File: src/rtl/rfbi_pkg.sv
// Constants, register layout and state codes of the ROM/Flash block interface.
// Assumes one 40 MHz clock, synchronous active-high reset and a 32-bit register port.

`default_nettype none

package rfbi_pkg;

  // Geometry
  localparam int NBLK     = 2;
  localparam int OFS_W    = 26;
  localparam int RA_W     = 23;
  localparam int PAGE_LSB = 20;
  localparam int BASE_LSB = 22;
  localparam int BASE_W   = 32 - BASE_LSB;
  localparam int SIZE_W   = 3;
  localparam int ATIME_W  = 4;
  localparam int TMR_W    = 5;
  localparam int LEN_W    = 6;
  localparam int DW_SH    = 3;
  localparam int UPH_LSB  = 32;
  localparam int LOH_LSB  = 0;

  // Register offsets
  localparam logic [7:0] REG_CTRL0  = 8'h00;
  localparam logic [7:0] REG_BASE0  = 8'h08;
  localparam logic [7:0] REG_STRIDE = 8'h04;
  localparam logic [7:0] REG_STAT   = 8'h10;

  // Control register fields
  localparam int CF_EN    = 0;
  localparam int CF_WEN   = 1;
  localparam int CF_RVEN  = 2;
  localparam int CF_WIDE  = 3;
  localparam int CF_SIZE  = 4;
  localparam int CF_ATIME = 8;

  // Status register fields
  localparam int SF_BUSY = 0;
  localparam int SF_IGN  = 1;

  // Reset values
  localparam logic [BASE_W-1:0]  BASE_RST_A = 10'h3fc;
  localparam logic [BASE_W-1:0]  BASE_RST_B = 10'h3fd;
  localparam logic [SIZE_W-1:0]  SIZE_RST   = 3'h0;
  localparam logic [ATIME_W-1:0] ATIME_RST  = 4'hf;

  // Boot window page
  localparam logic [31-PAGE_LSB:0] BOOT_PAGE = 12'hfff;

  // Transfer lengths in bytes
  localparam logic [LEN_W-1:0] LEN_ONE   = 6'h01;
  localparam logic [LEN_W-1:0] LEN_WORD  = 6'h04;
  localparam logic [LEN_W-1:0] LEN_DWORD = 6'h08;

  // Cycles for pin data to pass the synchroniser
  localparam logic [TMR_W-1:0] SYNC_LAT   = 5'h02;
  localparam logic [1:0]       STRAP_WAIT = 2'h2;

  typedef enum logic [1:0] {
    ST_STRAP = 2'b00,
    ST_IDLE  = 2'b01,
    ST_ACC   = 2'b10
  } rfbi_state_t;

endpackage

`default_nettype wire

File: src/rtl/rfbi_dec.sv
// Address decoder for one ROM/Flash block: base window and boot window.
// Assumes base is aligned to the programmed size.

`timescale 1ns/1ps
`default_nettype none

module rfbi_dec (
  // Processor address
  input  wire logic [31:0]                  addr,
  // Block settings
  input  wire logic [rfbi_pkg::BASE_W-1:0]  base,
  input  wire logic [rfbi_pkg::SIZE_W-1:0]  size,
  input  wire logic                         en,
  input  wire logic                         rven,
  // Decode result
  output logic                              hit,
  output logic [rfbi_pkg::OFS_W-1:0]        ofs
);

  localparam int MW = rfbi_pkg::OFS_W - rfbi_pkg::PAGE_LSB;
  localparam int BL = rfbi_pkg::OFS_W - rfbi_pkg::BASE_LSB;
  localparam int PL = rfbi_pkg::BASE_LSB - rfbi_pkg::PAGE_LSB;

  logic [MW-1:0] mask;
  logic [MW-1:0] pdiff;
  logic          top_eq;
  logic          base_hit;
  logic          boot_hit;

  // Megabyte pages below the size are free offset bits
  assign mask     = {MW{1'b1}} << size;
  assign pdiff    = addr[rfbi_pkg::OFS_W-1:rfbi_pkg::PAGE_LSB] ^ {base[BL-1:0], {PL{1'b0}}};
  assign top_eq   = addr[31:rfbi_pkg::OFS_W] == base[rfbi_pkg::BASE_W-1:BL];
  assign base_hit = top_eq && ((pdiff & mask) == '0);
  assign boot_hit = rven && (addr[31:rfbi_pkg::PAGE_LSB] == rfbi_pkg::BOOT_PAGE);
  assign hit      = boot_hit || (base_hit && en);
  assign ofs      = boot_hit ? {{MW{1'b0}}, addr[rfbi_pkg::PAGE_LSB-1:0]}
                             : {pdiff & ~mask, addr[rfbi_pkg::PAGE_LSB-1:0]};

endmodule

`default_nettype wire

File: src/rtl/rfbi_top.sv
// ROM/Flash block interface: register port, bus request decode and device sequencer.
// Assumes bus requests, register port and clock enable come from logic on clk;
// jumpers and device data are pins and are synchronised here.
//
// Added by the designer: the register addresses and the plain strobed port.

`timescale 1ns/1ps
`default_nettype none

module rfbi_top (
  // Clock and reset
  input  wire logic                           clk,
  input  wire logic                           rst,
  input  wire logic                           ce,
  // Register port
  input  wire logic [7:0]                     reg_addr,
  input  wire logic [31:0]                    reg_wdata,
  input  wire logic                           reg_wr,
  input  wire logic                           reg_rd,
  output logic [31:0]                         reg_rdata,
  // Processor bus requests
  input  wire logic                           req_valid,
  input  wire logic [31:0]                    req_addr,
  input  wire logic                           req_write,
  input  wire logic [rfbi_pkg::LEN_W-1:0]     req_len,
  input  wire logic [63:0]                    req_wdata,
  output logic                                req_claim,
  output logic                                req_busy,
  output logic                                req_done,
  output logic                                rd_beat,
  output logic [63:0]                         rd_data,
  // Jumpers
  input  wire logic [rfbi_pkg::NBLK-1:0]      strap_rven,
  input  wire logic [rfbi_pkg::NBLK-1:0]      strap_wide,
  // ROM/Flash pins
  output logic [rfbi_pkg::NBLK-1:0]           rom_ce_n,
  output logic                                rom_oe_n,
  output logic                                rom_we_n,
  output logic                                rom_upper_n,
  output logic                                rom_lower_n,
  output logic [rfbi_pkg::RA_W-1:0]           rom_addr,
  output logic [63:0]                         rom_dq_o,
  output logic                                rom_dq_oe,
  input  wire logic [63:0]                    rom_dq_i
);

  localparam int NB = rfbi_pkg::NBLK;

  // Per-block settings
  logic                             en_r    [NB];
  logic                             wen_r   [NB];
  logic                             rven_r  [NB];
  logic                             wide_r  [NB];
  logic [rfbi_pkg::SIZE_W-1:0]      size_r  [NB];
  logic [rfbi_pkg::ATIME_W-1:0]     atime_r [NB];
  logic [rfbi_pkg::BASE_W-1:0]      base_r  [NB];
  logic [31:0]                      ctrl_word [NB];
  logic [31:0]                      base_word [NB];
  logic [NB-1:0]                    wr_ctrl;
  logic [NB-1:0]                    wr_base;
  logic [NB-1:0]                    rd_ctrl;
  logic [NB-1:0]                    rd_base;
  logic [NB-1:0]                    hit;
  logic [rfbi_pkg::OFS_W-1:0]       ofs     [NB];

  // Synchronisers
  logic [NB-1:0]                    srv_m_r;
  logic [NB-1:0]                    srv_s_r;
  logic [NB-1:0]                    swd_m_r;
  logic [NB-1:0]                    swd_s_r;
  logic [63:0]                      dq_m_r;
  logic [63:0]                      dq_s_r;

  // Sequencer state
  rfbi_pkg::rfbi_state_t            st_r;
  rfbi_pkg::rfbi_state_t            st_nxt;
  logic [1:0]                       scnt_r;
  logic [1:0]                       scnt_nxt;
  logic                             blk_r;
  logic                             wr_r;
  logic [rfbi_pkg::OFS_W-1:0]       off_r;
  logic [rfbi_pkg::OFS_W-1:0]       off_nxt;
  logic [rfbi_pkg::LEN_W-1:0]       left_r;
  logic [rfbi_pkg::LEN_W-1:0]       left_nxt;
  logic [rfbi_pkg::TMR_W-1:0]       tmr_r;
  logic [rfbi_pkg::TMR_W-1:0]       tmr_nxt;
  logic [63:0]                      wdata_r;
  logic [63:0]                      wdata_nxt;
  logic [63:0]                      rdata_r;
  logic [63:0]                      rdata_nxt;
  logic                             beat_nxt;
  logic                             done_nxt;
  logic                             ign_r;
  logic [31:0]                      rdata_reg_r;
  logic [31:0]                      rdata_reg_nxt;

  // Decode wires
  logic                             strap_take;
  logic                             sel;
  logic                             any_hit;
  logic                             wide_sel;
  logic                             wr_ok;
  logic                             go_rd;
  logic                             go_wr;
  logic                             drop_wr;
  logic                             acc;
  logic                             acc_end;
  logic                             acc_wide;
  logic                             last;
  logic                             lane_end;
  logic [rfbi_pkg::LEN_W-1:0]       acc_n;
  logic [rfbi_pkg::OFS_W-1:0]       step;
  logic [rfbi_pkg::TMR_W-1:0]       tmr_load;
  logic [rfbi_pkg::TMR_W-1:0]       tmr_start;
  logic [7:0]                       nbyte;
  logic [7:0]                       wbyte;
  logic [31:0]                      wword;
  logic                             wr_stat;
  logic                             rd_stat;

  // Jumper capture runs once, after the synchroniser has filled
  assign strap_take = (st_r == rfbi_pkg::ST_STRAP) && (scnt_r == rfbi_pkg::STRAP_WAIT);

  genvar i;
  generate
    for (i = 0; i < NB; i++)
    begin : g_blk
      assign wr_ctrl[i] = reg_wr && (reg_addr == 8'(rfbi_pkg::REG_CTRL0 + i * rfbi_pkg::REG_STRIDE));
      assign wr_base[i] = reg_wr && (reg_addr == 8'(rfbi_pkg::REG_BASE0 + i * rfbi_pkg::REG_STRIDE));
      assign rd_ctrl[i] = reg_rd && (reg_addr == 8'(rfbi_pkg::REG_CTRL0 + i * rfbi_pkg::REG_STRIDE));
      assign rd_base[i] = reg_rd && (reg_addr == 8'(rfbi_pkg::REG_BASE0 + i * rfbi_pkg::REG_STRIDE));
      assign ctrl_word[i] = 32'({atime_r[i], 1'b0, size_r[i], wide_r[i], rven_r[i], wen_r[i], en_r[i]});
      assign base_word[i] = {base_r[i], {rfbi_pkg::BASE_LSB{1'b0}}};

      rfbi_dec u_dec (
        .addr (req_addr),
        .base (base_r[i]),
        .size (size_r[i]),
        .en   (en_r[i]),
        .rven (rven_r[i]),
        .hit  (hit[i]),
        .ofs  (ofs[i])
      );

      always_ff @(posedge clk)
      begin
        if (rst)
        begin
          en_r[i]    <= 1'b0;
          wen_r[i]   <= 1'b0;
          rven_r[i]  <= 1'b0;
          wide_r[i]  <= 1'b0;
          size_r[i]  <= rfbi_pkg::SIZE_RST;
          atime_r[i] <= rfbi_pkg::ATIME_RST;
          base_r[i]  <= (i == 0) ? rfbi_pkg::BASE_RST_A : rfbi_pkg::BASE_RST_B;
        end
        else if (ce)
        begin
          if (strap_take)
          begin
            rven_r[i] <= srv_s_r[i];
            wide_r[i] <= swd_s_r[i];
          end
          else if (wr_ctrl[i])
          begin
            rven_r[i] <= reg_wdata[rfbi_pkg::CF_RVEN];
          end
          if (wr_ctrl[i])
          begin
            en_r[i]    <= reg_wdata[rfbi_pkg::CF_EN];
            wen_r[i]   <= reg_wdata[rfbi_pkg::CF_WEN];
            size_r[i]  <= reg_wdata[rfbi_pkg::CF_SIZE +: rfbi_pkg::SIZE_W];
            atime_r[i] <= reg_wdata[rfbi_pkg::CF_ATIME +: rfbi_pkg::ATIME_W];
          end
          if (wr_base[i])
          begin
            base_r[i] <= reg_wdata[31:rfbi_pkg::BASE_LSB];
          end
        end
      end
    end
  endgenerate

  // Register read data, one cycle after the strobe
  assign wr_stat = reg_wr && (reg_addr == rfbi_pkg::REG_STAT);
  assign rd_stat = reg_rd && (reg_addr == rfbi_pkg::REG_STAT);
  assign rdata_reg_nxt = rd_ctrl[0] ? ctrl_word[0] :
                         rd_ctrl[1] ? ctrl_word[1] :
                         rd_base[0] ? base_word[0] :
                         rd_base[1] ? base_word[1] :
                         rd_stat    ? 32'({ign_r, req_busy}) : '0;
  assign reg_rdata = rdata_reg_r;

  // Request decode, block A first
  assign any_hit   = |hit;
  assign sel       = !hit[0];
  assign wide_sel  = wide_r[sel];
  assign req_busy  = st_r != rfbi_pkg::ST_IDLE;
  assign req_claim = ce && req_valid && !req_busy && any_hit;
  assign wr_ok     = wen_r[sel] && (wide_sel ? (req_len == rfbi_pkg::LEN_WORD) && (req_addr[1:0] == 2'h0)
                                             : (req_len == rfbi_pkg::LEN_ONE));
  assign go_rd     = req_claim && !req_write;
  assign go_wr     = req_claim && req_write && wr_ok;
  assign drop_wr   = req_claim && req_write && !wr_ok;

  // Accesses per request: one per byte narrow, one per doubleword wide
  assign acc_n = req_write ? rfbi_pkg::LEN_ONE :
                 !wide_sel ? req_len :
                 (req_len > rfbi_pkg::LEN_DWORD) ? (req_len >> rfbi_pkg::DW_SH) : rfbi_pkg::LEN_ONE;

  // Write data placed on the halves
  assign wbyte = req_wdata[{~req_addr[2:0], 3'h0} +: 8];
  assign wword = req_addr[2] ? req_wdata[31:0] : req_wdata[63:32];

  // Device cycle timing
  assign tmr_load  = rfbi_pkg::TMR_W'(atime_r[blk_r]) + rfbi_pkg::SYNC_LAT;
  assign tmr_start = rfbi_pkg::TMR_W'(atime_r[sel]) + rfbi_pkg::SYNC_LAT;
  assign acc       = st_r == rfbi_pkg::ST_ACC;
  assign acc_end   = acc && (tmr_r == '0);
  assign acc_wide  = wide_r[blk_r];
  assign last      = left_r == rfbi_pkg::LEN_ONE;
  assign lane_end  = acc_wide || (off_r[2:0] == 3'h7) || last;
  assign step      = acc_wide ? rfbi_pkg::OFS_W'(rfbi_pkg::LEN_DWORD) : rfbi_pkg::OFS_W'(rfbi_pkg::LEN_ONE);
  assign nbyte     = off_r[2] ? dq_s_r[rfbi_pkg::LOH_LSB +: 8] : dq_s_r[rfbi_pkg::UPH_LSB +: 8];

  always_comb
  begin
    st_nxt    = st_r;
    scnt_nxt  = scnt_r;
    off_nxt   = off_r;
    left_nxt  = left_r;
    tmr_nxt   = tmr_r;
    wdata_nxt = wdata_r;
    rdata_nxt = rdata_r;
    beat_nxt  = 1'b0;
    done_nxt  = 1'b0;
    unique case (st_r)
      rfbi_pkg::ST_STRAP:
      begin
        scnt_nxt = scnt_r + 2'h1;
        if (strap_take)
          st_nxt = rfbi_pkg::ST_IDLE;
      end
      rfbi_pkg::ST_IDLE:
      begin
        if (drop_wr)
          done_nxt = 1'b1;
        if (go_rd || go_wr)
        begin
          st_nxt    = rfbi_pkg::ST_ACC;
          off_nxt   = ofs[sel];
          left_nxt  = acc_n;
          tmr_nxt   = tmr_start;
          rdata_nxt = '0;
          wdata_nxt = wide_sel ? {wword, wword} : {24'h0, wbyte, 24'h0, wbyte};
        end
      end
      rfbi_pkg::ST_ACC:
      begin
        if (!acc_end)
          tmr_nxt = tmr_r - 5'h01;
        else
        begin
          if (!wr_r)
          begin
            if (acc_wide)
              rdata_nxt = dq_s_r;
            else
              rdata_nxt[{~off_r[2:0], 3'h0} +: 8] = nbyte;
            beat_nxt = lane_end;
          end
          left_nxt = left_r - rfbi_pkg::LEN_ONE;
          off_nxt  = off_r + step;
          tmr_nxt  = tmr_load;
          if (last)
          begin
            done_nxt = 1'b1;
            st_nxt   = rfbi_pkg::ST_IDLE;
          end
        end
      end
      default:
        st_nxt = rfbi_pkg::ST_IDLE;
    endcase
  end

  always_ff @(posedge clk)
  begin
    if (rst)
    begin
      st_r        <= rfbi_pkg::ST_STRAP;
      scnt_r      <= 2'h0;
      blk_r       <= 1'b0;
      wr_r        <= 1'b0;
      off_r       <= '0;
      left_r      <= '0;
      tmr_r       <= '0;
      wdata_r     <= '0;
      rdata_r     <= '0;
      rd_beat     <= 1'b0;
      req_done    <= 1'b0;
      ign_r       <= 1'b0;
      rdata_reg_r <= '0;
      srv_m_r     <= '0;
      srv_s_r     <= '0;
      swd_m_r     <= '0;
      swd_s_r     <= '0;
      dq_m_r      <= '0;
      dq_s_r      <= '0;
    end
    else if (ce)
    begin
      st_r        <= st_nxt;
      scnt_r      <= scnt_nxt;
      off_r       <= off_nxt;
      left_r      <= left_nxt;
      tmr_r       <= tmr_nxt;
      wdata_r     <= wdata_nxt;
      rdata_r     <= rdata_nxt;
      rd_beat     <= beat_nxt;
      req_done    <= done_nxt;
      rdata_reg_r <= rdata_reg_nxt;
      srv_m_r     <= strap_rven;
      srv_s_r     <= srv_m_r;
      swd_m_r     <= strap_wide;
      swd_s_r     <= swd_m_r;
      dq_m_r      <= rom_dq_i;
      dq_s_r      <= dq_m_r;
      if (req_claim)
      begin
        blk_r <= sel;
        wr_r  <= req_write;
      end
      // Set wins over a same-cycle clear
      if (drop_wr)
        ign_r <= 1'b1;
      else if (wr_stat && reg_wdata[rfbi_pkg::SF_IGN])
        ign_r <= 1'b0;
    end
  end

  // ROM/Flash pins
  assign rd_data     = rdata_r;
  assign rom_ce_n    = ~({blk_r, !blk_r} & {NB{acc}});
  assign rom_oe_n    = !(acc && !wr_r);
  assign rom_we_n    = !(acc && wr_r);
  assign rom_upper_n = !(acc && ((acc_wide && !wr_r) || !off_r[2]));
  assign rom_lower_n = !(acc && ((acc_wide && !wr_r) || off_r[2]));
  assign rom_addr    = acc_wide ? off_r[rfbi_pkg::OFS_W-1:rfbi_pkg::DW_SH]
                                : {off_r[rfbi_pkg::RA_W:rfbi_pkg::DW_SH], off_r[1:0]};
  assign rom_dq_o    = wdata_r;
  assign rom_dq_oe   = acc && wr_r;

endmodule

`default_nettype wire
File: config.mk
export PLATFORM = sky130hd
export DESIGN_NAME = rfbi_top
export DESIGN_NICKNAME = d
export VERILOG_FILES = /design/src/rtl/rfbi_pkg.sv /design/src/rtl/rfbi_dec.sv /design/src/rtl/rfbi_top.sv
export SDC_FILE = /design/constraint.sdc
export NUM_CORES = 1
export LEC_CHECK = 0
export BUFFER_PORTS_ARGS = -buffer_cell sky130_fd_sc_hd__clkbuf_2
export CAP_MARGIN = 40
export CORE_MARGIN = 5
export CORE_UTILIZATION = 40
export CTS_CLUSTER_DIAMETER = 50
export CTS_CLUSTER_SIZE = 20
export DETAILED_ROUTE_END_ITERATION = 12
export PLACE_DENSITY = 0.61
export SETUP_SLACK_MARGIN = 0.15
export SLEW_MARGIN = 40
export SYNTH_ARGS = -nofsm -noshare
export SYNTH_HDL_FRONTEND = slang
export SYNTH_HIERARCHICAL = 1
export SYNTH_SLANG_ARGS = --single-unit
File: constraint.sdc
create_clock -name clk -period 5.1 [get_ports clk]
set_input_delay 1.02 -clock clk [delete_from_list [all_inputs] [get_ports clk]]
set_output_delay 1.02 -clock clk [all_outputs]
set_load 0.05 [all_outputs]
# Word level (Yosys, flattened, before mapping)
# Memory sizes are Yosys's and may differ from the RTL's. A register that Yosys moved wholly into a read port is not among the register bits.
# Index checks and enable logic that the tools add are counted.
[classes] addsub=7 magnitude_cmp=2 n_eq_ne=20 shifts=5 n_mux=98 bitwise=29 reduce_logical=68
[ops] op="2-to-1 mux 64 bit" count=5
[ops] op="2-to-1 mux 26 bit" count=7
[ops] op="2-to-1 mux 32 bit" count=5
[ops] op="case mux 64 bit (2 select lines)" count=1
[ops] op="bitwise mux 64 bit" count=1
[ops] op="variable shift 8 x 8 -> 64 bit (first input constant)" count=1
[ops] op="indexed part select 64 x 7 -> 8 bit" count=1
[ops] op="indexed part select 8 x 8 -> 64 bit" count=1
[ops] op="2-to-1 mux 1 bit" count=53
[ops] op="case mux 26 bit (2 select lines)" count=1
[ops] op="logical AND 1 bit" count=33
[ops] op="adder 26 x 4 -> 26 bit" count=1
[ops] op="AND 6 bit" count=4
[ops] op="2-to-1 mux 6 bit" count=4
[ops] op="2-to-1 mux 23 bit" count=1
[ops] op="2-to-1 mux 10 bit" count=2
[ops] op="equality test 8 x 4 -> 1 bit (second input constant)" count=2
[ops] op="bitwise OR 1 bit" count=16
[ops] op="equality test 12 bit (second input constant)" count=1
[ops] op="equality test 6 x 1 -> 1 bit (second input constant)" count=2
[ops] op="equality test 6 bit" count=2
[ops] op="zero test 6 bit" count=2
[ops] op="2-to-1 mux 4 bit" count=3
[ops] op="NOT 6 bit" count=2
[ops] op="40 further kinds" count=78
[totals] regBits=342 ramBits=42 inputBits=217 output_inout_bits=194 wordCells=255 memories=7
[mem_list] name="base_r" depth=2 word_bits=10 read_ports=2 rd_ports_with_merged_regs=0 wr=2 line_no="rfbi_top.sv:56" text="logic [rfbi_pkg::BASE_W-1:0] base_r [NB];"
[mem_list] name="atime_r" depth=2 word_bits=4 read_ports=4 rd_ports_with_merged_regs=1 wr=2 line_no="rfbi_top.sv:55" text="logic [rfbi_pkg::ATIME_W-1:0] atime_r [NB];"
[mem_list] name="size_r" depth=2 word_bits=3 read_ports=2 rd_ports_with_merged_regs=0 wr=2 line_no="rfbi_top.sv:54" text="logic [rfbi_pkg::SIZE_W-1:0] size_r [NB];"
[mem_list] name="en_r" depth=2 word_bits=1 read_ports=2 rd_ports_with_merged_regs=0 wr=2 line_no="rfbi_top.sv:50" text="logic en_r [NB];"
[mem_list] name="rven_r" depth=2 word_bits=1 read_ports=2 rd_ports_with_merged_regs=0 wr=2 line_no="rfbi_top.sv:52" text="logic rven_r [NB];"
[mem_list] name="wen_r" depth=2 word_bits=1 read_ports=3 rd_ports_with_merged_regs=0 wr=2 line_no="rfbi_top.sv:51" text="logic wen_r [NB];"
[mem_list] name="1 more memories"

# Depth between registers and ports, before layout
# An unclocked memory read counts as a cell.
[logic_depth] ltp_word=15 depth_mapped=14 depth_no_buf=11

# By module
# The synthesis kept the hierarchy.
[modules_own_cells] mod="rfbi_top" instances=1 cells_per_inst=1947 area_each_um2=17013.8 seq_area_each_um2=7267.0
[modules_own_cells] mod="rfbi_dec" instances=2 cells_per_inst=58 area_each_um2=436.7 seq_area_each_um2=0.0

# Worst setup path before layout
# Ideal clock, no wire load.
[synth_timing] kind="input to output" from="in req_addr[25]" to="out req_claim" arrival_ps=3224 required_time_ps=4080 slack_ps=856 stages=9 n_path_buf=3 path_cell_list="xnor2_2 -> o22ai_1 -> a2111oi_2 -> a31o_1 -> buf_2 -> o2111ai_1 -> clkbuf_1 -> inv_1 -> clkbuf_1"
[synth_via] elab_chain_len=8 word_cells_on_any_way=17 classes_between="eq/ne: 1; bitwise: 4; reduce/logical: 12"
[synth_lines] element="start: declaration" line_no="rfbi_top.sv:23" text="input wire logic [31:0] req_addr,"
[synth_lines] element="XOR 6 bit" line_no="rfbi_dec.sv:32" text="assign pdiff = addr[rfbi_pkg::OFS_W-1:rfbi_pkg::PAGE_LSB] ^ {base[BL-1:0], {PL{1'b0}}};"
[synth_lines] element="AND 6 bit" line_no="rfbi_dec.sv:34" text="assign base_hit = top_eq && ((pdiff & mask) == '0);"
[synth_lines] element="zero test 6 bit" line_no="rfbi_dec.sv:34"
[synth_lines] element="logical AND 1 bit" line_no="rfbi_dec.sv:34"
[synth_lines] element="logical AND 1 bit" line_no="rfbi_dec.sv:36" text="assign hit = boot_hit || (base_hit && en);"
[synth_lines] element="logical OR 1 bit (*)" line_no="rfbi_dec.sv:36"
[synth_lines] element="named net hit[0]" line_no="rfbi_top.sv:63" text="logic [NB-1:0] hit;"
[synth_lines] element="OR reduction 2 bit (*)" line_no="rfbi_top.sv:195" text="assign any_hit = |hit;"
[synth_lines] element="logical AND 1 bit (*)" line_no="rfbi_top.sv:199" text="assign req_claim = ce && req_valid && !req_busy && any_hit;"
[synth_lines] element="end: declaration" line_no="rfbi_top.sv:27" text="output logic req_claim,"
# The timed path passes the listed nets; every way through them passes the cells marked *.

# Worst setup path after layout
# Ends and elaborated chain as after synthesis.

==> impl_metrics.json <==
{
  "run_status": "complete, no violations",
  "cts_resized": 0,
  "drc_errors": 0,
  "drt_iter0_markers": 1299,
  "ys_warn_count": 6,
  "grt_pass1_vias": 15400,
  "fmaxAchievable_ghz": 0.232,
  "dp_hpwl_mm": 41.7,
  "drive_above_1_share_pct": 23.5,
  "netlist_instances": 2063,
  "start_kind": "input pin",
  "multi_input_comb_area_um2": 9380,
  "grt_max_degree": 154,
  "synth_cell_types": 82,
  "synth_area_per_cell_um2": 8.67,
  "cts_tree": "built",
  "seq_power_share_pct": 44.0,
  "switching_share_pct": 27.0,
  "grt_use_total_pct": 22.6,
  "port_buffers": 387,
  "antenna_found_initial": 8,
  "setup_viol": 0,
  "cts_buffers": 40,
  "clock_latency_ps": 580,
  "regArea_um2": 7270,
  "ctsHoldBuffers": 0,
  "grt_setup_unrepaired": "false",
  "worst_pin_slew_ps": 857,
  "power_density_nw_per_um2": 307,
  "synth_area_leaders": "dfxtp_1 34%, mux2i_1 16%, edfxtp_1 7.1%, nand2_1 6.5%, nor2_1 4.6%",
  "crit-reg2reg-launch": "size_r[0][1]$_SDFFCE_PN0P_",
  "crit_type": "input pin to output port",
  "p_int_mw": 4.73,
  "cts_num_sinks": 342,
  "io_pins": 411,
  "clockPowerShare_pct": 46.1,
  "cap_violations": 0,
  "whs_path_depth": 2,
  "synth_edf_count": 42,
  "dieArea_um2": 49000,
  "synthTopCellsByCount": "308 x nand2_1, 300 x dfxtp_1, 279 x mux2i_1",
  "nets": 2524,
  "min_period_over_period_pct": 84.3,
  "seq_area_frac_synth_pct": 40.6,
  "cts_max_path_buffers": 3,
  "ys_async_sr_fraction_pct": 0,
  "min_from": "rd_data[28]$_SDFFE_PP0P_",
  "drtAntennaViolNets": 0,
  "overflow": 0,
  "rr_endpoint": "off_r[7]$_SDFFE_PP0P_",
  "cp_data_required_time_ps": 4080,
  "ys_ff_latch": 342,
  "p_leak_nw": 8.92,
  "post-synth-top-count-cell": "nand2_1",
  "place_inst": 2842,
  "die_y_um": 221,
  "path_clk_slew_ps": 70,
  "dr.pass1.iters": 6,
  "final_max_slew_viol_count": 0,
  "place_ws_ps": 513,
  "viasPerCell": 5.46,
  "start_util_pct": 40.4,
  "postCtsSetupRepairBufs": 0,
  "ir_drop_v": 0.000273,
  "cts-root-buf": "clkbuf_16",
  "place.gp.congestion": 0.894,
  "h-tree-depth": 2,
  "routed-via-count": 15900,
  "cp-end-kind": "output port",
  "die_w_um": 221,
  "cp.arrival_ps": 3280,
  "combPwrFrac_pct": 9.9,
  "hold_class": "register to register",
  "p_switching_mw": 1.75,
  "final_cells": 2917,
  "worst_slack_ps": 798,
  "setup.worst_path.start": "req_addr[25]",
  "fin_skew_ps": 26.4,
  "min_to": "rd_data[28]$_SDFFE_PP0P_",
  "min_period_ps": 4300,
  "setup_tns_ps": 0,
  "grt_pass1_wl_mm": 90.4,
  "reg2regPathDepth": 10,
  "rows": 77,
  "avgRoutedWirePerCell_um": 20.0,
  "core_um2": 44200,
  "synth_top_area_cell": "dfxtp_1",
  "ys.flop_type": "dfxtp_1",
  "critical_path.max_fanout": 50,
  "fill_cells": 4274,
  "ff2ff_setup_slack_ps": 1240,
  "syn_area_um2": 17900,
  "wl_mm": 58.2,
  "hold_violations": 0,
  "relSlewSlack_pct": 41.7,
  "synth_top_cell_area_share_pct": 33.6,
  "syn2layout_area_growth_pct": 17.9
}
-- per-layer routing --
layer | vias to the layer above | wire length, um | track usage, %
li1 | 7692 | - | -
met3 | 94 | 4150 | 5.45
met1 | 7584 | 25000 | 29.7
met5 | - | 105 | 0
met4 | 14 | 1290 | 5.47
met2 | 534 | 27700 | 37.9
-- registers in the layout (all words and copies together) (netlist names), 6 cells and up, named ones only --
signal     count
rd_data       64
base_r        20
off_r         26
size_r         6
left_r         6
dq_m_r        64
atime_r        8
reg_rdata     21
dq_s_r        64
rom_dq_o      32
-- power groups by stage --
stage / clock, mW / combinational [mW] / sequential (mW)
2_1_floorplan: 0 / 0.433 / 2.90
3_3_place_gp: 0 / 0.625 / 2.91
3_5_place_dp: 0 / 0.635 / 2.91
4_1_cts: 3.06 / 0.638 / 2.85
5_1_grt: 3.18 / 0.693 / 2.86
6_report: 2.99 / 0.638 / 2.85
-- placed cells by master (no fill, tap or decap), types with 8 or more instances in the layout --
master | synthesis | layout
a22o_1 | 10 | 10
clkbuf_2 | 1 | 383
clkbuf_16 | 0 | 41
xnor2_1 | 18 | 18
and3_1 | 8 | 8
inv_1 | 29 | 28
or2_2 | 17 | 17
a221oi_1 | 12 | 12
and2_1 | 17 | 17
a311oi_1 | 11 | 11
nand2b_1 | 19 | 19
nor3_1 | 28 | 28
o31ai_1 | 25 | 25
nand2_1 | 308 | 308
buf_4 | 85 | 24
mux2i_1 | 279 | 273
dfxtp_1 | 300 | 300
edfxtp_1 | 42 | 42
mux2_2 | 9 | 9
o21ai_0 | 122 | 122
a22oi_1 | 12 | 12
a211oi_1 | 13 | 13
ha_1 | 15 | 14
a31oi_1 | 15 | 15
nor2_1 | 220 | 219
or4_1 | 25 | 25
a221o_1 | 11 | 11
a21oi_1 | 88 | 87
conb_1 | 1 | 11
nand3_1 | 28 | 28
nand4_1 | 23 | 23
-- critical path, stage by stage --
cell	delay, ps
clkbuf_2	150
xnor2_2	220
o22ai_1	110
a2111oi_2	360
a31o_2	300
buf_4	280
o2111ai_4	170
buf_4	330
inv_1	170
buf_12	150
-- metrics by stage --
| stage | cell area, um^2 | total power [mW] | hold slack, ps | utilization (%) |
|---|---|---|---|---|
| 2_1_floorplan | 17900 | 3.34 | 452 | - |
| 3_3_place_gp | 19600 | 3.53 | 444 | 44.4 |
| 3_5_place_dp | 19700 | 3.55 | 446 | 44.5 |
| 4_1_cts | 21100 | 6.55 | 461 | 47.6 |
| 5_1_grt | 21100 | 6.73 | 484 | 47.7 |
| 6_report | 21100 | 6.48 | 462 | 47.7 |
-- cell families after synthesis --
logic type	Yosys count	synth area share, %
AO/OA/AOI/OAI	389	14.3
adder cells (fa/ha/maj)	15	1.05
other	1	0.0210
AND/OR/NAND/NOR	731	18.5
XOR/XNOR	28	1.54
multiplexers	289	16.3
buffers and inverters	268	7.72
flip-flops	342	40.6
-- how the worst max path moves through the flow --
stage,cells after the start,slack (ps),endpoint
floorplan,9,860,req_claim
global placement,11,620,off_r[10]$_SDFFE_PP0P_
detailed placement,11,510,off_r[7]$_SDFFE_PP0P_
CTS,10,810,req_claim
global route,10,680,req_claim
finish,10,800,req_claim
-- final cells by class --
type,instances,area share (%)
sequential,342,34.5
multi-input combinational,1463,44.5
inverter,30,0.534
clock inverter,28,1.55
clock buffer,46,4.95
tap,592,3.51
timing repair buffer,415,10.5
antenna,1,0.0119
Power figures use the tool's default switching activity.
